**src/inc/tlft_pkg.sv**
```systemverilog
// Constants, types and register map of the two-level fault timer
// Operation
// Timer starts advancing once feedback reaches the peak-current-limit level.
// In short circuit the timer advances four times faster than overload.
// Timer clears to zero when both overload and short circuit are gone.
// Moving between short circuit and overload keeps progress, only rate changes.
// Timer completion stops every drive pulse at once.
// After a trip, version input selects hiccup restart or permanent latch-off.
// Overload threshold is four times the offset-reduced current limit.
// Timer setting programs overload duration; default setting gives 500 ms.
// Open or grounded setting pin substitutes a known default duration.
// Start-up with maximum feedback runs short-circuit rate until regulation clears it.
// Above light load, peak current command is feedback over four, clamped.
// Counter adds one per tick in overload, four in short circuit, trips at terminal.
package tlft_pkg;

  // Clock and tick timing
  localparam int CLK_FREQ_KHZ = 10000;
  localparam int TICK_TIME_US = 1000;
  localparam int TICK_CYCLES = (TICK_TIME_US * CLK_FREQ_KHZ + 999) / 1000;

  // Analog levels, in millivolts
  localparam logic [15:0] FB_OPEN_LOOP_MV = 16'h1004; // 4100 mV
  localparam logic [15:0] CS_LIMIT_MV = 16'h0320; // 800 mV
  localparam logic [15:0] LIGHT_LOAD_FB_MV = 16'h03E8; // 1000 mV
  localparam int PEAK_RATIO_SHIFT = 2; // Ratio of 4

  // Timer steps and durations, in ms ticks
  localparam logic [15:0] OVL_STEP = 16'h0001;
  localparam logic [15:0] SC_STEP = 16'h0004;
  localparam logic [15:0] OVL_DEFAULT_MS = 16'h01F4; // 500 ms
  localparam logic [15:0] HICCUP_DEFAULT_MS = 16'h03E8; // 1000 ms

  // Register byte offsets
  localparam logic [7:0] REG_CTRL = 8'h00;
  localparam logic [7:0] REG_POWER_OFFSET = 8'h04;
  localparam logic [7:0] REG_TIMER_SET = 8'h08;
  localparam logic [7:0] REG_HICCUP_SET = 8'h0C;
  localparam logic [7:0] REG_STATUS = 8'h10;
  localparam logic [7:0] REG_COUNT = 8'h14;
  localparam logic [7:0] REG_PEAK = 8'h18;

  // Field positions and reset values
  localparam int CTRL_ENABLE_BIT = 0;
  localparam logic CTRL_ENABLE_RESET = 1'b1;
  localparam logic [15:0] POWER_OFFSET_RESET = 16'h0000;

  // Edges before the version strap synchroniser holds the pin level
  localparam logic [1:0] STRAP_SETTLE = 2'h3;

  // Operating mode of the protection
  typedef enum logic [1:0] {
    TLFT_RUN,
    TLFT_HICCUP,
    TLFT_LATCHED
  } tlft_mode_t;

  // Status word as seen by software
  typedef struct packed {
    logic latch_version;
    logic pin_grounded;
    logic pin_open;
    logic latched;
    logic hiccup;
    logic tripped;
    logic short_circuit_condition;
    logic overload_condition;
  } tlft_status_t;

  // Complete state of the timer block
  typedef struct packed {
    logic [2:0] sync_open;
    logic [2:0] sync_gnd;
    logic [2:0] sync_ver;
    logic pin_open;
    logic pin_gnd;
    logic ver_filt;
    logic latch_version;
    logic strap_done;
    logic [1:0] strap_wait;
    logic enable;
    logic [15:0] power_limit_offset;
    logic [15:0] timer_set;
    logic [15:0] hiccup_set;
    logic [15:0] tick_cnt;
    logic [15:0] count;
    logic [15:0] hiccup_cnt;
    tlft_mode_t mode;
    logic tripped;
    logic overload_condition;
    logic short_circuit_condition;
    logic [15:0] peak_mv;
    logic drive;
    logic a_valid;
    logic a_write;
    logic [7:0] a_addr;
    logic rd_wait;
    logic [31:0] rdata;
  } tlft_regs_t;

endpackage : tlft_pkg

```
**src/logic/tlft_top.sv**
```systemverilog
// Two-level fault timer with AHB-Lite register slave
//
// Our own choices: the AHB-Lite interface to the registers and the register addresses.
`timescale 1ns/1ps
module tlft_top #(
  parameter int TICK_CYCLES = tlft_pkg::TICK_CYCLES,
  parameter logic [15:0] TIMER_OPEN_MS = tlft_pkg::OVL_DEFAULT_MS,
  parameter logic [15:0] TIMER_GND_MS = tlft_pkg::OVL_DEFAULT_MS
) (
  input wire logic hclk,
  input wire logic hresetn,
  input wire logic hsel,
  input wire logic [31:0] haddr,
  input wire logic [1:0] htrans,
  input wire logic hwrite,
  input wire logic [2:0] hsize,
  input wire logic [31:0] hwdata,
  input wire logic hready,
  output logic [31:0] hrdata,
  output logic hreadyout,
  output logic hresp,
  input wire logic [15:0] feedback_level,
  input wire logic pwm_request,
  input wire logic timer_pin_open,
  input wire logic timer_pin_grounded,
  input wire logic latch_version_pin,
  output logic gate_drive,
  output logic fault_tripped,
  output logic [15:0] peak_current_cmd
);

  tlft_pkg::tlft_regs_t r;
  tlft_pkg::tlft_regs_t next_r;

  // Tick period minus one, cast to counter width
  localparam logic [15:0] TICK_LAST = 16'(TICK_CYCLES - 1);

  // Accept a new pin level only when the last two stages agree
  function automatic logic sync_filter(input logic [2:0] chain, input logic cur);
    sync_filter = (chain[1] == chain[2]) ? chain[2] : cur;
  endfunction : sync_filter

  // Overload level: offset-reduced current limit times four
  function automatic logic [15:0] ovl_threshold(input logic [15:0] offset);
    logic [15:0] lim;
    lim = (offset >= tlft_pkg::CS_LIMIT_MV) ? 16'h0000 : (tlft_pkg::CS_LIMIT_MV - offset);
    ovl_threshold = 16'(lim << tlft_pkg::PEAK_RATIO_SHIFT);
  endfunction : ovl_threshold

  // Readback word for one register offset
  function automatic logic [31:0] read_word(input tlft_pkg::tlft_regs_t s, input logic [7:0] addr);
    tlft_pkg::tlft_status_t st;
    st.latch_version = s.latch_version;
    st.pin_grounded = s.pin_gnd;
    st.pin_open = s.pin_open;
    st.latched = (s.mode == tlft_pkg::TLFT_LATCHED);
    st.hiccup = (s.mode == tlft_pkg::TLFT_HICCUP);
    st.tripped = s.tripped;
    st.short_circuit_condition = s.short_circuit_condition;
    st.overload_condition = s.overload_condition;
    case (addr)
      tlft_pkg::REG_CTRL: read_word = {31'h00000000, s.enable};
      tlft_pkg::REG_POWER_OFFSET: read_word = {16'h0000, s.power_limit_offset};
      tlft_pkg::REG_TIMER_SET: read_word = {16'h0000, s.timer_set};
      tlft_pkg::REG_HICCUP_SET: read_word = {16'h0000, s.hiccup_set};
      tlft_pkg::REG_STATUS: read_word = {24'h000000, st};
      tlft_pkg::REG_COUNT: read_word = {16'h0000, s.count};
      tlft_pkg::REG_PEAK: read_word = {16'h0000, s.peak_mv};
      default: read_word = 32'h00000000;
    endcase
  endfunction : read_word

  // Combinational working values
  logic addr_take;
  logic ovl_now;
  logic sc_now;
  logic tick;
  logic [15:0] terminal;
  logic [15:0] step;
  logic [16:0] sum;
  logic trip_now;
  logic [15:0] peak_raw;
  logic [15:0] peak_max;

  // Next-state logic for the whole block
  always_comb begin
    next_r = r;
    addr_take = hsel && htrans[1] && hready;
    ovl_now = 1'b0;
    sc_now = 1'b0;
    tick = 1'b0;
    terminal = 16'h0000;
    step = 16'h0000;
    sum = 17'h00000;
    trip_now = 1'b0;
    peak_raw = 16'h0000;
    peak_max = 16'h0000;

    // Three-stage synchronisers on the pins
    next_r.sync_open = {r.sync_open[1:0], timer_pin_open};
    next_r.sync_gnd = {r.sync_gnd[1:0], timer_pin_grounded};
    next_r.sync_ver = {r.sync_ver[1:0], latch_version_pin};
    next_r.pin_open = sync_filter(r.sync_open, r.pin_open);
    next_r.pin_gnd = sync_filter(r.sync_gnd, r.pin_gnd);
    next_r.ver_filt = sync_filter(r.sync_ver, r.ver_filt);

    // Version strap caught once the chain has filled; reset zeros would agree too early
    if (!r.strap_done) begin
      if (r.strap_wait != tlft_pkg::STRAP_SETTLE) begin
        next_r.strap_wait = r.strap_wait + 2'h1;
      end else begin
        next_r.latch_version = next_r.ver_filt;
        next_r.strap_done = 1'b1;
      end
    end

    // Fault detection from the feedback level
    ovl_now = (feedback_level >= ovl_threshold(r.power_limit_offset));
    sc_now = (feedback_level > tlft_pkg::FB_OPEN_LOOP_MV);
    next_r.overload_condition = ovl_now;
    next_r.short_circuit_condition = sc_now;

    // Peak current command follows feedback over four above light load
    peak_max = (r.power_limit_offset >= tlft_pkg::CS_LIMIT_MV) ? 16'h0000
             : (tlft_pkg::CS_LIMIT_MV - r.power_limit_offset);
    if (feedback_level < tlft_pkg::LIGHT_LOAD_FB_MV) begin
      peak_raw = 16'(tlft_pkg::LIGHT_LOAD_FB_MV >> tlft_pkg::PEAK_RATIO_SHIFT);
    end else begin
      peak_raw = 16'(feedback_level >> tlft_pkg::PEAK_RATIO_SHIFT);
    end
    next_r.peak_mv = (peak_raw > peak_max) ? peak_max : peak_raw;

    // Millisecond tick divider
    if (r.tick_cnt >= TICK_LAST) begin
      next_r.tick_cnt = 16'h0000;
      tick = 1'b1;
    end else begin
      next_r.tick_cnt = r.tick_cnt + 16'h0001;
    end

    // Terminal count, with fallback for a faulty setting pin
    if (r.pin_gnd) begin
      terminal = TIMER_GND_MS;
    end else if (r.pin_open) begin
      terminal = TIMER_OPEN_MS;
    end else if (r.timer_set == 16'h0000) begin
      terminal = tlft_pkg::OVL_DEFAULT_MS;
    end else begin
      terminal = r.timer_set;
    end

    // Step size picks the rate; progress is kept across rate changes
    step = sc_now ? tlft_pkg::SC_STEP : tlft_pkg::OVL_STEP;
    sum = {1'b0, r.count} + {1'b0, step};

    // Protection sequence
    case (r.mode)
      tlft_pkg::TLFT_RUN: begin
        if (!r.enable) begin
          next_r.count = 16'h0000;
        end else if (!ovl_now && !sc_now) begin
          next_r.count = 16'h0000;
        end else if (tick) begin
          if (sum >= {1'b0, terminal}) begin
            trip_now = 1'b1;
            next_r.count = terminal;
            next_r.tripped = 1'b1;
            next_r.hiccup_cnt = 16'h0000;
            next_r.mode = r.latch_version ? tlft_pkg::TLFT_LATCHED : tlft_pkg::TLFT_HICCUP;
          end else begin
            next_r.count = sum[15:0];
          end
        end
      end
      tlft_pkg::TLFT_HICCUP: begin
        // Off time then a fresh start with the timer cleared
        if (tick) begin
          if (r.hiccup_cnt + 16'h0001 >= r.hiccup_set) begin
            next_r.mode = tlft_pkg::TLFT_RUN;
            next_r.count = 16'h0000;
            next_r.tripped = 1'b0;
            next_r.hiccup_cnt = 16'h0000;
          end else begin
            next_r.hiccup_cnt = r.hiccup_cnt + 16'h0001;
          end
        end
      end
      tlft_pkg::TLFT_LATCHED: begin
        next_r.mode = tlft_pkg::TLFT_LATCHED;
      end
      default: begin
        next_r.mode = tlft_pkg::TLFT_LATCHED;
      end
    endcase

    // Drive is blocked in the trip cycle and while not running
    next_r.drive = pwm_request && r.enable && (r.mode == tlft_pkg::TLFT_RUN) && !trip_now;

    // Bus data phase: write lands at the end of the phase
    if (r.a_valid && r.a_write) begin
      case (r.a_addr)
        tlft_pkg::REG_CTRL: next_r.enable = hwdata[tlft_pkg::CTRL_ENABLE_BIT];
        tlft_pkg::REG_POWER_OFFSET: next_r.power_limit_offset = hwdata[15:0];
        tlft_pkg::REG_TIMER_SET: next_r.timer_set = hwdata[15:0];
        tlft_pkg::REG_HICCUP_SET: next_r.hiccup_set = hwdata[15:0];
        default: begin
        end
      endcase
    end

    // Read: one wait cycle, then data from the settled state
    if (r.rd_wait) begin
      next_r.rdata = read_word(r, r.a_addr);
      next_r.rd_wait = 1'b0;
      next_r.a_valid = 1'b0;
    end else begin
      next_r.a_valid = addr_take;
      next_r.a_write = addr_take && hwrite;
      next_r.a_addr = addr_take ? {haddr[7:2], 2'b00} : r.a_addr;
      next_r.rd_wait = addr_take && !hwrite;
      if (haddr[31:8] != 24'h000000) begin
        next_r.a_addr = addr_take ? 8'hFC : r.a_addr; // Out of range reads zero
      end
    end
  end

  // State register
  always_ff @(posedge hclk or negedge hresetn) begin
    if (!hresetn) begin
      r.sync_open <= 3'h0;
      r.sync_gnd <= 3'h0;
      r.sync_ver <= 3'h0;
      r.pin_open <= 1'b0;
      r.pin_gnd <= 1'b0;
      r.ver_filt <= 1'b0;
      r.latch_version <= 1'b0;
      r.strap_done <= 1'b0;
      r.strap_wait <= 2'h0;
      r.enable <= tlft_pkg::CTRL_ENABLE_RESET;
      r.power_limit_offset <= tlft_pkg::POWER_OFFSET_RESET;
      r.timer_set <= tlft_pkg::OVL_DEFAULT_MS;
      r.hiccup_set <= tlft_pkg::HICCUP_DEFAULT_MS;
      r.tick_cnt <= 16'h0000;
      r.count <= 16'h0000;
      r.hiccup_cnt <= 16'h0000;
      r.mode <= tlft_pkg::TLFT_RUN;
      r.tripped <= 1'b0;
      r.overload_condition <= 1'b0;
      r.short_circuit_condition <= 1'b0;
      r.peak_mv <= 16'h0000;
      r.drive <= 1'b0;
      r.a_valid <= 1'b0;
      r.a_write <= 1'b0;
      r.a_addr <= 8'h00;
      r.rd_wait <= 1'b0;
      r.rdata <= 32'h00000000;
    end else begin
      r <= next_r;
    end
  end

  // Outputs
  assign hrdata = r.rdata;
  assign hreadyout = !r.rd_wait; // Read stalls one cycle
  assign hresp = 1'b0; // Always OKAY
  assign gate_drive = r.drive;
  assign fault_tripped = r.tripped;
  assign peak_current_cmd = r.peak_mv;

endmodule : tlft_top

```
**config.mk**
```make
export PLATFORM = sky130hd
export DESIGN_NAME = tlft_top
export DESIGN_NICKNAME = d
export VERILOG_FILES = /design/src/inc/tlft_pkg.sv /design/src/logic/tlft_top.sv
export SDC_FILE = /design/constraint.sdc
export NUM_CORES = 1
export LEC_CHECK = 0
export BUFFER_PORTS_ARGS = -buffer_cell sky130_fd_sc_hd__clkbuf_2
export CAP_MARGIN = 20
export CORE_UTILIZATION = 50
export DETAILED_ROUTE_END_ITERATION = 7
export PLACE_DENSITY = 0.77
export SLEW_MARGIN = 20
export SYNTH_ARGS = -nofsm -noshare
export SYNTH_HDL_FRONTEND = slang
export SYNTH_SLANG_ARGS = --single-unit
```
**constraint.sdc**
```tcl
create_clock -name hclk -period 4.35 [get_ports hclk]
set_clock_uncertainty 0.1 [all_clocks]
set_input_delay 0.435 -clock hclk [delete_from_list [all_inputs] [get_ports hclk]]
set_output_delay 0.435 -clock hclk [all_outputs]
set_load 0.005 [all_outputs]
```
* Yosys cells after proc, flatten, opt, wreduce, memory -nomap -nowiden
Cells that the tools add are included.
** Storage, ports and cells
- Register bits :: 178
- Input bits :: 94
- Memories kept :: 0
- Bits in latches :: 0
- Memory bits (writable) :: 0
- Memory bits (read-only) :: 0
- Output and inout port bits :: 52
** Operators by class
- $mul :: 0
- Bitwise operators :: 3
- Equal/unequal tests :: 19
- $add $sub $neg :: 5
- Multiplexer cells :: 39
- Shift-type cells :: 0
- Magnitude comparators :: 8
- Div/mod/pow operators :: 0
- Reductions and logical operators :: 30
** Operators by type and width (number)
- two-way mux 16 bit :: 11
- case mux 16 bit (7 select lines) :: 1
- two-way mux 35 bit :: 2
- case mux 32 bit (2 select lines) :: 1
- two-way mux 19 bit :: 3
- adder 16 x 1 -> 16 bit, second input constant :: 2
- greater-or-equal comparator 16 bit :: 2
- == test 8 x 5 -> 1 bit, second input constant :: 3
- two-way mux 8 bit :: 3
- nonzero test 24 bit :: 1
- adder 16 x 3 -> 17 bit :: 1
- greater-or-equal comparator 17 x 16 -> 1 bit :: 1
- == test 8 x 4 -> 1 bit, second input constant :: 2
- greater-or-equal comparator 16 x 10 -> 1 bit, second input constant :: 1
- greater-or-equal comparator 16 x 14 -> 1 bit, second input constant :: 1
- > comparator 16 x 13 -> 1 bit, second input constant :: 1
- > comparator 16 bit :: 1
- zero test 16 bit :: 1
- < comparator 16 x 10 -> 1 bit, second input constant :: 1
- subtractor 10 x 16 -> 16 bit, first input constant :: 1
- two-way mux 14 bit :: 1
- != test 2 bit, second input constant :: 7
- AND reduction 2 bit :: 7
- AND reduction 6 bit :: 2
- other kinds (19) :: 47

* Logic depth before layout (Yosys ltp)
- Depth in word-level cells :: 12
- Depth in mapped cells :: 23
- Mapped depth without buffers :: 21

* Worst setup path before layout
Ideal clock, no wire load.
- Kind :: input-to-reg
- From :: input feedback_level[11]
- To :: register r[75] (netlist name)
- Data required time :: 4.126 ns
- Library setup time :: 0.124 ns
- Arrival :: 4.763 ns
- Path buffers :: 1
- Path slack :: -0.637 ns
- Stages :: 19
- Cells stage by stage :: or4_1 -> o41ai_1 -> and2_2 -> inv_2 -> ha_1 -> a21o_1 -> and4_1 -> buf_2 -> nand3_1 -> nor2_1 -> nand3_1 -> xnor2_1 -> ha_1 -> nand4_1 -> o41ai_1 -> nor4_4 -> o41ai_4 -> inv_2 -> a211o_1
** RTL lines
- from (decl) :: line tlft_top.sv:22 : input wire logic [15:0] feedback_level,
- to (decl) :: line tlft_top.sv:32 : tlft_pkg::tlft_regs_t r;

==> flow_summary.yaml <==
logic_synthesis:
  synth-adder-area-share_pct: 8.92
  synth_edf_count: 0
  postSynthCellCount: 1005
  synth.area.top_cells: "dfrtp_1, ha_1, mux2_2, buf_4, dfstp_2"
  syn_area_per_cell_um2: 9.69
  synthTopCellsByCount: "dfrtp_1, nand2_1, nor2_1, ha_1, o21ai_0"
  yosysMostFrequentCell: "dfrtp_1"
  async_flop_share_pct: 100
  synth_seq_cells: 160
  yosysTopAreaCellShare_pct: 37.8
  ys_seq_area_share_pct: 41.3
  synth_mux_area_share_pct: 7.16
  synth_warnings: 0
  synth_compound_area_share_pct: 14.9
  synth_top_family_by_area: "simple AND/OR/NAND/NOR gates"
  yosys.area_share.simple_pct: 15.1
  synth_ff_type: "dfrtp_1"
  synth.distinct_cells: 70
  synth_area_leader_cell: "dfrtp_1"
  synth_xor_xnor_area_share_pct: 4.14
  syn_area_mm2: 0.00974
global_routing:
  grt_pass1_vias: 7750
  grt_max_degree: 86
  grt_use_total_pct: 26.4
  overflow: 0
  antenna_found_initial: 0
  grt_first_pass_wirelength_um: 40700
cts:
  clock_sinks: 160
  cts_made_buffers: 17
  clk_pin_slew_ns: 0.07
  clockRootBuffer: "clkbuf_16"
  clk_path_buf_depth: 2
  worstSkewPairLatency_ns: 0.44
  h-tree-depth: 4
  cts_tree: "yes"
setup_path:
  worstPathArrival_ns: 4.70
  cp-start-kind: "primary input"
  max_stage_delay_ns: 0.53
  path_buf_inv: 5
  r2r_end: "r[80]"
  reg2reg_depth: 15
  crit_path_end_kind: "flop"
  worstReg2RegStart: "r[155]"
  slowest_stage: "or4_4"
  crit_top_cell: "o41ai_4"
  critPathKind: "primary input to flop"
  path_max_fanout: 8
  cp.required_ns: 4.57
  reg2reg_setup_slack_ns: 0.13
  path_cells: "buf_6, or4_4, o41ai_4, and2_4, inv_4, ha_4, a21o_1, and4_4, nand3_4, nor2_4, nand3_4, xnor2_2, ha_1, nand4_1, o41ai_2, nand2_1, o41ai_4, nor4_4, buf_4, o41ai_4, buf_6, inv_4, a211o_1"
  critPathTopFamily: "simple AND/OR/NAND/NOR gates"
timing:
  rsz0062_at_grt: "yes"
  drv_slew: 0
  slew_headroom_pct: 39.2
  worst_pin_slew_ns: 0.913
  fin_worst_hold_slack_ns: 0.0626
  finalSetupViolCount: 19
  fmax_mhz: 223
  fin_crit_ns: 4.49
  setup_ws_ns: -0.136
  post-route-period-util_pct: 103
  tns_ns: -1.45
  hold_viol: 0
route:
  top_layer: "met4"
  wl_met1_um: 10800
  met2WireLength_um: 12100
  dr_total_vias: 7919
  ant_nets: 0
  wl_per_cell_um: 18.1
  first_pass_iters: 6
  drtIter0Drc: 671
  routed_via_density: 5.66
  routed_wl_um: 25300
  drc_errors: 0
  wl_met3_um: 1620
die:
  coreArea_mm2: 0.0189
  ios: 146
  die_x_um: 142
  die_h_um: 142
  initial_utilization_pct: 51.5
  rows: 50
  die-area_mm2: 0.0200
final_layout:
  drive_gt1_share_pct: 26.3
  design_area_mm2: 0.0114
  nFillCells: 1583
  fin_cells: 1399
  syn2layout_area_growth_pct: 17.3
  fin_util_pct: 60.5
  diodes: 0
  nets: 1287
status:
  outcome: "complete, but fails checks"
  violations: "negative setup slack"
place:
  post-place-ws_ns: -0.578
  place_congestion: 0.900
  dpl_cell_area_mm2: 0.0106
  placed_cells: 1360
  port_buffers: 106
  hpwl_um: 18900
power_and_ir_drop:
  p_per_area_mw_per_mm2: 285
  total_power_mw: 3.26
  peakVddDrop_uv: 210
  leakagePower_nw: 5.61
job:
  drv_cap: 0
worst_hold_path:
  worstHoldStart: "hwrite"
  whs_path_depth: 2
  hold_end: "r[32]"
  min_path_type: "primary input to flop"
## worst register-to-register path, stage by stage (launching register included)
cell and delay (ns):
dfrtp_1 0.42, or4_1 0.57, nor4_2 0.26, buf_4 0.24, nand2b_1 0.13, ha_1 0.31
and3_1 0.21, a221o_1 0.36, a21oi_1 0.20, o21a_1 0.25, inv_1 0.09, o21ai_2 0.30
o41ai_4 0.12, buf_6 0.16, a21o_1 0.19, a22o_1 0.19
## registers in the layout, summed over array words and instances, names as in the netlist
signal / cells
hrdata: 16
gate_drive: 1
fault_tripped: 1
r: 120
next_r: 6
peak_current_cmd: 16
## cell type report
type / count / area, µm² / share of cell area (%)
multi-input combinational: 713 / 5190 / 45.4
clock buffer: 19 / 453 / 3.97
tap: 260 / 325 / 2.85
clock inverter: 13 / 148 / 1.29
timing repair buffer: 168 / 1030 / 9.06
inverter: 66 / 253 / 2.21
sequential: 160 / 4020 / 35.2
## cells by family (layout without fill, tap and decap cells)
logic type | count (synthesis) | count (layout)
compound gates | 213 | 213
xor+xnor | 46 | 46
fa+ha+maj | 70 | 70
buf+inv | 159 | 266
flops | 160 | 160
mux | 64 | 64
other cells | 2 | 29
simple gates | 291 | 291
## layout by cell type, fill, tap and decap left out, types with 9 or more instances in the layout
cell	instances
nand2_1	78
clkbuf_16	17
o2bb2ai_1	23
xnor2_1	32
a21o_1	11
a21oi_1	39
clkbuf_2	104
dfstp_2	13
nand4_1	16
nor2_1	70
o21ai_0	56
buf_4	56
and3_1	9
mux2_2	35
mux2i_1	28
inv_1	63
ha_1	64
xor2_1	13
o21ai_2	9
o21ai_1	10
nand3_2	10
nor4_1	13
conb_1	29
and2_1	14
dfrtp_1	147
nand3_1	30
## how the worst max path moves through the flow
stage,start,endpoint,slack (ns),cells past startpoint
2_1_floorplan,feedback_level[11],r[75],-0.23,21
3_3_place_gp,feedback_level[11],r[75],-0.42,23
3_5_place_dp,feedback_level[11],r[75],-0.58,23
4_1_cts,feedback_level[11],r[75],-0.02,22
5_1_grt,feedback_level[11],r[75],-0.24,22
6_report,feedback_level[11],r[75],-0.14,23
## metal layers
layer | track usage (%) | vias up
met5 | 0 | -
met3 | 6.04 | 60
met4 | 9.56 | 0
met2 | 43.1 | 287
met1 | 34.3 | 3847
li1 | - | 3725
## where the power goes
| part | switching (mW) | total [mW] | internal (mW) |
|---|---|---|---|
| Combinational | 0.118 | 0.207 | 0.0891 |
| Clock | 0.669 | 1.51 | 0.842 |
| Sequential | 0.0224 | 1.54 | 1.51 |
| Total | 0.810 | 3.26 | 2.45 |
## what timing repair did
item / CTS / global route
gates resized for setup: 11 / 23
pin swaps: 4 / 2
endpoints found under the hold margin: 39 / 0
setup buffers: 2 / 2
hold buffers: 4 / 0
setup endpoints to repair: 24 / 35
Note: power is estimated with default switching activity, not from simulation.
